[src/hw/phyrs_pkg.sv]
package phyrs_pkg;

    // ****************************************************************
    // register addresses on the management port
    // ****************************************************************
    localparam logic [4:0]  QUICK_STATUS_ADDR  = 5'h11;
    localparam logic [4:0]  TENBT_OPS_ADDR     = 5'h12;

    // ****************************************************************
    // quick status field positions
    // ****************************************************************
    localparam int          QS_SIGNAL_LOST     = 10;
    localparam int          QS_LOCK_ERROR      = 9;
    localparam int          QS_FALSE_CARRIER   = 8;
    localparam int          QS_INVALID_SYMBOL  = 7;
    localparam int          QS_HALT_SYMBOL     = 6;
    localparam int          QS_PREMATURE_END   = 5;
    localparam int          QS_NEGO_COMPLETE   = 4;
    localparam int          QS_SIGNAL_DETECT   = 3;
    localparam int          QS_JABBER          = 2;
    localparam int          QS_REMOTE_FAULT    = 1;
    localparam int          QS_LINK            = 0;

    // ****************************************************************
    // 10base-t operations field positions
    // ****************************************************************
    localparam int          OPS_REMOTE_JABBER  = 15;
    localparam int          OPS_POLARITY_REV   = 14;
    localparam int          OPS_RSVD_HI_TOP    = 13;
    localparam int          OPS_RSVD_HI_BOT    = 6;
    localparam int          OPS_JABBER_INH     = 5;
    localparam int          OPS_RSVD_ONE       = 4;
    localparam int          OPS_AUTO_POL_INH   = 3;
    localparam int          OPS_HEARTBEAT_INH  = 2;
    localparam int          OPS_LINK_LOSS_INH  = 1;
    localparam int          OPS_SQUELCH_INH    = 0;

    // ****************************************************************
    // reset values
    // ****************************************************************
    localparam logic [13:0] OPS_CTRL_RESET     = 14'h0010;
    localparam logic [5:0]  RX_FLAGS_RESET     = 6'h00;
    localparam logic [15:0] RDATA_RESET        = 16'h0000;

endpackage : phyrs_pkg

[src/hw/phyrs_regs.sv]
// Operation
// - latch signal lost until read or reset
// - latch pll lock error until read
// - latch false carrier on bad start delimiter
// - invalid symbol drives rx error, latches flag
// - halt symbol reported and latched
// - two idles in packet latch premature end
// - receive flags meaningless in 10base-t mode
// - negotiation complete zero while running or disabled
// - negotiation complete one once registers valid
// - signal detect follows receive signal in 100
// - jabber bit mirrors basic status jabber
// - remote fault mirrors basic status bit
// - link bit mirrors latching-low basic link
// - receive jabber latches flag, read clears
// - remote jabber takes no other action
// - auto polarity inhibit stops polarity correction
// - heartbeat inhibit suppresses collision test pulse
// - link loss inhibit forces link passed
// - polarity flag shows swapped receive pair
// - jabber inhibit skips transmit jabber check
// - squelch inhibit drops idle need for link
`timescale 1ns/1ps
module phyrs_regs
    import phyrs_pkg::*;
(
    input  wire logic        clock,
    input  wire logic        rst_n,
    // management register port
    input  wire logic        mgmt_rd,
    input  wire logic        mgmt_wr,
    input  wire logic [4:0]  mgmt_addr,
    input  wire logic [15:0] mgmt_wdata,
    output logic      [15:0] mgmt_rdata,
    output logic             mgmt_rvalid,
    // receive path events and levels
    input  wire logic        mode_100,
    input  wire logic        ev_signal_lost,
    input  wire logic        ev_lock_error,
    input  wire logic        ev_false_carrier,
    input  wire logic        ev_invalid_symbol,
    input  wire logic        ev_halt_symbol,
    input  wire logic        ev_premature_end,
    input  wire logic        ev_rx_jabber,
    input  wire logic        polarity_swapped,
    input  wire logic        rx_signal_present,
    // negotiation and basic status sources
    input  wire logic        nego_enable,
    input  wire logic        nego_finished,
    input  wire logic        nego_regs_valid,
    input  wire logic        basic_jabber,
    input  wire logic        basic_remote_fault,
    input  wire logic        basic_link,
    // toward the mac or repeater
    output logic             rx_error,
    output logic             halt_report,
    // 10base-t controls
    output logic             tx_jabber_check_en,
    output logic             auto_polarity_correct_en,
    output logic             collision_heartbeat_test_en,
    output logic             link_force_pass,
    output logic             link_needs_idle
);

    // ****************************************************************
    // decode
    // ****************************************************************
    logic        rd_qs;
    logic        rd_ops;
    logic        wr_ops;
    logic [5:0]  rx_events;
    logic [5:0]  rx_flags_r;
    logic [5:0]  rx_flags_nxt;
    logic        rjab_r;
    logic        rjab_nxt;
    logic        pol_r;
    logic        pol_nxt;
    logic [13:0] ops_ctrl_r;
    logic        nego_done;
    logic        sig_det;
    logic [15:0] qs_word;
    logic [15:0] ops_word;
    logic [15:0] rdata_nxt;
    logic        rx_error_r;
    logic        halt_report_r;

    assign rd_qs  = mgmt_rd && (mgmt_addr == QUICK_STATUS_ADDR);
    assign rd_ops = mgmt_rd && (mgmt_addr == TENBT_OPS_ADDR);
    assign wr_ops = mgmt_wr && (mgmt_addr == TENBT_OPS_ADDR);

    // ****************************************************************
    // latching-high receive flags
    // ****************************************************************
    // events are only taken in 100 mode; in 10 mode the flags hold until a quick status read clears them
    assign rx_events = {6{mode_100}} &
                       {ev_signal_lost,
                        ev_lock_error,
                        ev_false_carrier,
                        ev_invalid_symbol,
                        ev_halt_symbol,
                        ev_premature_end};

    // set wins over the read clear so no event is lost
    assign rx_flags_nxt = (rx_flags_r & ~{6{rd_qs}}) | rx_events;
    assign rjab_nxt     = (rjab_r & ~rd_ops) | ev_rx_jabber;
    assign pol_nxt      = (pol_r & ~rd_ops) | polarity_swapped;

    // ****************************************************************
    // live status bits
    // ****************************************************************
    // an enable that drops forces the bit low at once
    assign nego_done = nego_enable && nego_finished && nego_regs_valid;
    assign sig_det   = mode_100 && rx_signal_present;

    assign qs_word = {5'h00,
                      rx_flags_r,
                      nego_done,
                      sig_det,
                      basic_jabber,
                      basic_remote_fault,
                      basic_link};

    assign ops_word = {rjab_r, pol_r, ops_ctrl_r};

    assign rdata_nxt = rd_qs  ? qs_word  :
                       rd_ops ? ops_word : mgmt_rdata;

    // ****************************************************************
    // registers
    // ****************************************************************
    always_ff @(posedge clock or negedge rst_n) begin
        if (!rst_n) begin
            rx_flags_r <= RX_FLAGS_RESET;
            rjab_r     <= 1'b0;
            pol_r      <= 1'b0;
        end else begin
            rx_flags_r <= rx_flags_nxt;
            rjab_r     <= rjab_nxt;
            pol_r      <= pol_nxt;
        end
    end

    // reserved bits are stored as written; the manager keeps them at default
    always_ff @(posedge clock or negedge rst_n) begin
        if (!rst_n) begin
            ops_ctrl_r <= OPS_CTRL_RESET;
        end else if (wr_ops) begin
            ops_ctrl_r <= mgmt_wdata[13:0];
        end
    end

    always_ff @(posedge clock or negedge rst_n) begin
        if (!rst_n) begin
            mgmt_rdata  <= RDATA_RESET;
            mgmt_rvalid <= 1'b0;
        end else begin
            mgmt_rdata  <= rdata_nxt;
            mgmt_rvalid <= rd_qs || rd_ops;
        end
    end

    always_ff @(posedge clock or negedge rst_n) begin
        if (!rst_n) begin
            rx_error_r    <= 1'b0;
            halt_report_r <= 1'b0;
        end else begin
            rx_error_r    <= mode_100 && ev_invalid_symbol;
            halt_report_r <= mode_100 && ev_halt_symbol;
        end
    end

    // ****************************************************************
    // outputs
    // ****************************************************************
    assign rx_error    = rx_error_r;
    assign halt_report = halt_report_r;

    // remote jabber feeds nothing but its own flag
    assign tx_jabber_check_en          = ~ops_ctrl_r[OPS_JABBER_INH];
    assign auto_polarity_correct_en    = ~ops_ctrl_r[OPS_AUTO_POL_INH];
    assign collision_heartbeat_test_en = ~ops_ctrl_r[OPS_HEARTBEAT_INH];
    assign link_force_pass             = ops_ctrl_r[OPS_LINK_LOSS_INH];
    assign link_needs_idle             = ~ops_ctrl_r[OPS_SQUELCH_INH];

endmodule : phyrs_regs

[config.mk]
export PLATFORM = sky130hd
export DESIGN_NAME = phyrs_regs
export DESIGN_NICKNAME = d
export VERILOG_FILES = /design/src/hw/phyrs_pkg.sv /design/src/hw/phyrs_regs.sv
export SDC_FILE = /design/constraint.sdc
export NUM_CORES = 1
export LEC_CHECK = 0
export BUFFER_PORTS_ARGS = -buffer_cell sky130_fd_sc_hd__buf_2
export CORE_AREA = 2 2 64 66
export DETAILED_ROUTE_END_ITERATION = 10
export DIE_AREA = 0 0 66 68
export MAX_ROUTING_LAYER = met4
export PLACE_DENSITY = 0.76
export RECOVER_POWER = 25
export SLEW_MARGIN = 20
export SYNTH_ARGS = -nofsm -noshare
export SYNTH_HDL_FRONTEND = slang
export SYNTH_SLANG_ARGS = --single-unit
export TNS_END_PERCENT = 1
[constraint.sdc]
create_clock -name clock -period 1 [get_ports clock]
set_input_delay 0 -clock clock [delete_from_list [all_inputs] [get_ports clock]]
set_output_delay 0 -clock clock [all_outputs]
set_load 0.005 [all_outputs]
==> Yosys cells after proc, flatten, opt, wreduce, memory -nomap -nowiden <==
Cells that the tools add are included.
Widths: inputs -> output; s select.
{ "op_classes": {"eq_ne": 2, "n_mux": 2, "bitwise_logic": 13, "n_reduce_logical": 10} }
{ "ops": {"columns": ["op", "n"], "rows": [
  ["$mux 16", 2],
  ["$and 6x6->6", 2],
  ["$eq 5x5->1 const B", 2],
  ["$logic_and 1x1->1", 8],
  ["$not 6->6", 1],
  ["$or 6x6->6", 1],
  ["$not 1->1", 5],
  ["$and 1x1->1", 2],
  ["$or 1x1->1", 2],
  ["$reduce_bool 2->1", 1],
  ["$logic_or 1x1->1", 1]
]} }
{ "word_totals": {"regBits": 41, "in_bits": 41, "out_inout_bits": 24, "word_cells": 35} }

==> Logic depth before layout (Yosys ltp) <==
{ "depth": {"ltp_word": 5, "depth_mapped": 5, "mapped_depth_nobuf": 3} }

==> Worst setup path before layout <==
OpenSTA, ideal clock, no wires.
{ "synth_timing": {"path_type": "input to register", "from": "in mgmt_addr[1]", "to": "reg ops_ctrl_r[10]", "setup_ns": 0.125, "arrival_ns": 0.797, "required_ns": 0.875, "setup_slack_ns": 0.078, "path_stages": 5, "path_buffers": 2, "cell_sequence": "nor2b_1 -> buf_4 -> nand2_4 -> buf_6 -> mux2_2"} }
{ "synth_between": {"elab_chain_cells": 2} }
{ "synth_rtl": {"columns": ["item", "line", "text"], "rows": [
  ["start, declared", "phyrs_regs.sv:32", "input wire logic [4:0] mgmt_addr,"],
  ["$eq 5x5->1", "phyrs_regs.sv:89", "assign wr_ops = mgmt_wr && (mgmt_addr == TENBT_OPS_ADDR);"],
  ["$logic_and 1x1->1", "phyrs_regs.sv:89", null],
  ["end signal, assigned", "phyrs_regs.sv:148", "ops_ctrl_r <= mgmt_wdata[13:0];"],
  ["end, declared", "phyrs_regs.sv:78", "logic [13:0] ops_ctrl_r;"]
]} }
No other way between the ends.
A chain may end at the register's enable or synchronous reset.

==> Worst setup path in the final report <==
{ "layout_timing": {"from": "reg ops_ctrl_r[3]", "to": "out auto_polarity_correct_en"} }
{ "layout_between": {"elab_chain_cells": 1} }
{ "layout_rtl": {"columns": ["item", "line", "text"], "rows": [
  ["$not 1->1", "phyrs_regs.sv:180", "assign auto_polarity_correct_en = ~ops_ctrl_r[OPS_AUTO_POL_INH];"],
  ["end, declared", "phyrs_regs.sv:59", "output logic auto_polarity_correct_en,"]
]} }
No other way between the ends.

==> tab_implementation.tex <==
\begin{tabular}{lr}
\hline
Metric & Value \\
\hline
\multicolumn{2}{l}{\textbf{Status}} \\
\quad Result of the run & complete, no violations \\
\multicolumn{2}{l}{\textbf{Timing}} \\
\quad Period Utilization, post-route & 0.881 \\
\quad Worst clock skew & 3.23 ps \\
\quad Shortest clock period the worst path allows after layout & 881 ps \\
\quad Final Hold Fails & 0 \\
\quad Total setup violations reported at the end of the flow & 0 \\
\quad Setup repair after global routing missed its margin & false \\
\quad Number of pins exceeding their max-slew limit in the final report & 0 \\
\quad Worst slew slack as a fraction of its limit & 0.672 \\
\quad F\_max & 1140 MHz \\
\quad Worst Max-Slew Pin Slew & 492 ps \\
\multicolumn{2}{l}{\textbf{Placement}} \\
\quad Instance area at placement & 2150 um2 \\
\quad Placed cell count & 261 \\
\quad Number of buffers added on ports & 62 \\
\quad DP HPWL & 2920 um \\
\quad Final Wtd Congestion & 0.847 \\
\multicolumn{2}{l}{\textbf{Global route}} \\
\quad Congestion Overflow GR & 0 \\
\quad Global-route wire length before repair & 6800 um \\
\quad Largest net degree at the start of global routing & 29 \\
\quad Number of global-route vias before repair & 1439 \\
\quad Initial antenna violation count & 0 \\
\quad GRT Total Usage & 0.214 \\
\multicolumn{2}{l}{\textbf{CTS}} \\
\quad Root Driver & clkbuf\_8 \\
\quad Clk buf depth & 2 \\
\quad TritonCTS clock tree & done \\
\quad Inserted Clock Buffers & 5 \\
\quad Clock transition at the register clock pins on the worst setup and hold paths after CTS & 70 ps \\
\quad Clock insertion delay at the later pin of the skew report & 300 ps \\
\quad H-tree Lvls & 2 \\
\quad Number of clock sinks seen by CTS & 41 \\
\multicolumn{2}{l}{\textbf{Floorplanning}} \\
\quad Height of the chip & 68 um \\
\quad Count of standard-cell rows & 23 \\
\quad Core area & 3860 um2 \\
\quad Count of pins on the block boundary & 65 \\
\quad Starting density of the core & 0.457 \\
\quad Total die area & 4490 um2 \\
\quad Horizontal die dimension & 66 um \\
\multicolumn{2}{l}{\textbf{Yosys}} \\
\quad Count of cell types in the netlist & 27 \\
\quad Instance count of the mapped netlist & 151 \\
\quad Fraction of synthesized cell area taken by the top area cell type & 0.567 \\
\quad Synthesized flop and latch total & 41 \\
\quad Cell types occupying the most area after synthesis & dfrtp\_1 (57\%), mux2\_2 (8.3\%), nand3\_1 (4.5\%) \\
\quad Count of flip-flops with a built-in enable after synthesis & 0 \\
\quad Netlist area before placement & 1760 um2 \\
\quad Synth area leader & dfrtp\_1 \\
\quad Async set-reset flop share out of synthesis & 1.00 \\
\quad Post-Syn Area per Cell & 11.7 um2 \\
\quad Sequential fraction of the synthesis area & 0.582 \\
\quad Yosys warns & 0 \\
\quad Prevailing post-synth register cell & dfrtp\_1 \\
\quad Net count after synthesis & 192 \\
\multicolumn{2}{l}{\textbf{Layout}} \\
\quad Finished layout cell area & 2490 um2 \\
\quad Most common cell after layout, fill and taps aside & buf\_2 \\
\quad Share of post-route cells with drive strength above 1 & 0.399 \\
\quad Area growth from synthesis to layout & 41.3\% \\
\quad Number of inserted diodes & 0 \\
\quad Final net count & 283 \\
\quad Final Instance Count excl. Fillers & 293 \\
\quad Filler Cell Count & 321 \\
\quad Most frequent cells in the layout & buf\_2 (61), dfrtp\_1 (40), dlygate4sd3\_1 (24) \\
\multicolumn{2}{l}{\textbf{Critical path}} \\
\quad Worst reg2reg path depth & 2 \\
\quad Data arrival time of the critical path & 880 ps \\
\quad Category of the most critical setup path & flip-flop to output port \\
\quad Critical-path cell list & inv\_1 > buf\_2 \\
\quad Max stage delay on crit path & 410 ps \\
\quad Required time at the endpoint of the critical path & 1000 ps \\
\quad Largest fanout on the critical path & 3 \\
\quad Crit-path slowest cell & dfrtp\_1 \\
\quad Setup crit start kind & flip-flop \\
\quad Type of element capturing the critical path & output port \\
\multicolumn{2}{l}{\textbf{Worst hold path}} \\
\quad Worst hold stages & 3 \\
\quad HP Class & primary input to flip-flop \\
\multicolumn{2}{l}{\textbf{Drt}} \\
\quad First-pass iteration count of the detailed router & 4 \\
\quad Number of DRC markers after the initial detailed-route iteration & 62 \\
\quad Count of antenna-violating nets left after detailed routing & 0 \\
\quad Detailed-route wire length per cell & 14.1 um \\
\quad Number of vias per cell after detailed routing & 5.13 \\
\quad Number of remaining DRC errors & 0 \\
\quad DRT Wirelength & 4130 um \\
\quad Detailed-route via count & 1504 \\
\multicolumn{2}{l}{\textbf{Power}} \\
\quad Pleak & 1.17 nW \\
\quad Power density relative to cell area & 1640 nW/um2 \\
\quad Worst IR drop on VDD & 1210 uV \\
\multicolumn{2}{l}{\textbf{Run}} \\
\quad Max-cap violations & 0 \\
\hline
\end{tabular}
==> path summary, 6_finish.rpt <==
| check | start | to | slack, ps |
|---|---|---|---|
| worst max-delay path | ops_ctrl_r[3] | auto_polarity_correct_en | 120 |
| worst min-delay path | basic_jabber | mgmt_rdata[2] | 2 |
| worst max register to register | ops_ctrl_r[4] | mgmt_rdata[4] | 160 |
| worst min register to register | rx_flags_r[2] | rx_flags_r[2] | 500 |
| max in group asynchronous | rst_n | mgmt_rdata[1] | 280 |
| min in group asynchronous | rst_n | ops_ctrl_r[5] | 170 |
==> layout make-up <==
class,count,area (um2),share of cell area
inverter,4,15.0,0.00602
timing repair buffer,96,649,0.260
tap,50,62.6,0.0251
sequential,41,1030,0.412
clock buffer,7,96.3,0.0386
clock inverter,1,5.00,0.00201
multi-input combinational,94,638,0.256
==> metal layers <==
metal	part of all wire	GRT usage
met5	0	-
met4	0.015	0.0765
met3	0.055	0.0658
met2	0.51	0.336
met1	0.42	0.264
==> sequential cells by signal, indices dropped and copies added, names as in the netlist <==
name,flops
rx_error,1
mgmt_rdata,16
halt_report,1
mgmt_rvalid,1
pol_r,1
rx_flags_r,6
ops_ctrl_r,14
rjab_r,1
==> kinds of logic after synthesis <==
kind of cell           Yosys count  share of synthesized area
buffers and inverters           16                     0.0560
and+or+nand+nor                 38                      0.126
muxes                           14                     0.0915
AOI/OAI and AO/OA               42                      0.145
DFF                             41                      0.582
==> metrics by stage <==
stage | total power, W | setup WS (ps) | TNS (ps) | utilization | hold WS, ps
after global placement | 0.00286 | -28.1 | -421 | 0.558 | -139
after CTS | 0.00412 | 129 | 0 | 0.647 | 1.17
after detailed placement | 0.00288 | -59.2 | -866 | 0.558 | -140
after global routing | 0.00431 | 71.8 | 0 | 0.647 | 34.5
final | 0.00409 | 119 | 0 | 0.647 | 2.39
after floorplan | 0.00245 | 77.9 | 0 | - | -296
==> cell usage after synthesis, types with 2 or more instances <==
library cell and instances:
a31oi_1 11, inv_1 4, mux2_2 13, buf_4 3, a21oi_1 5, buf_6 3
a22o_1 4, nor3_1 9, a21o_1 4, nand3_1 16, dfrtp_1 40, and2_1 2
nand2_1 2, o21ai_0 16, buf_2 4, and4bb_2 2, clkbuf_1 2, nand2b_1 2
==> report_power, final <==
part / total, W / internal [W] / switching [W] / leakage (nW)
combinational: 0.000803 / 0.000467 / 0.000336 / 0.624
sequential: 0.00212 / 0.00195 / 0.000174 / 0.488
clock: 0.00117 / 0.000623 / 0.000542 / 0.0542
==> repair_timing <==
action / CTS / global route
endpoints found under the hold margin: 64 / 0
resized for setup: 0 / 0
setup buffers: 0 / 0
hold buffers: 24 / 0
==> critical path, delay by kind of cell, from the launching register on <==
| family | cells | cell delay, ps |
|---|---|---|
| buffers and inverters | 2 | 170 |
| DFF | 1 | 410 |
Power figures use the tool's default switching activity.
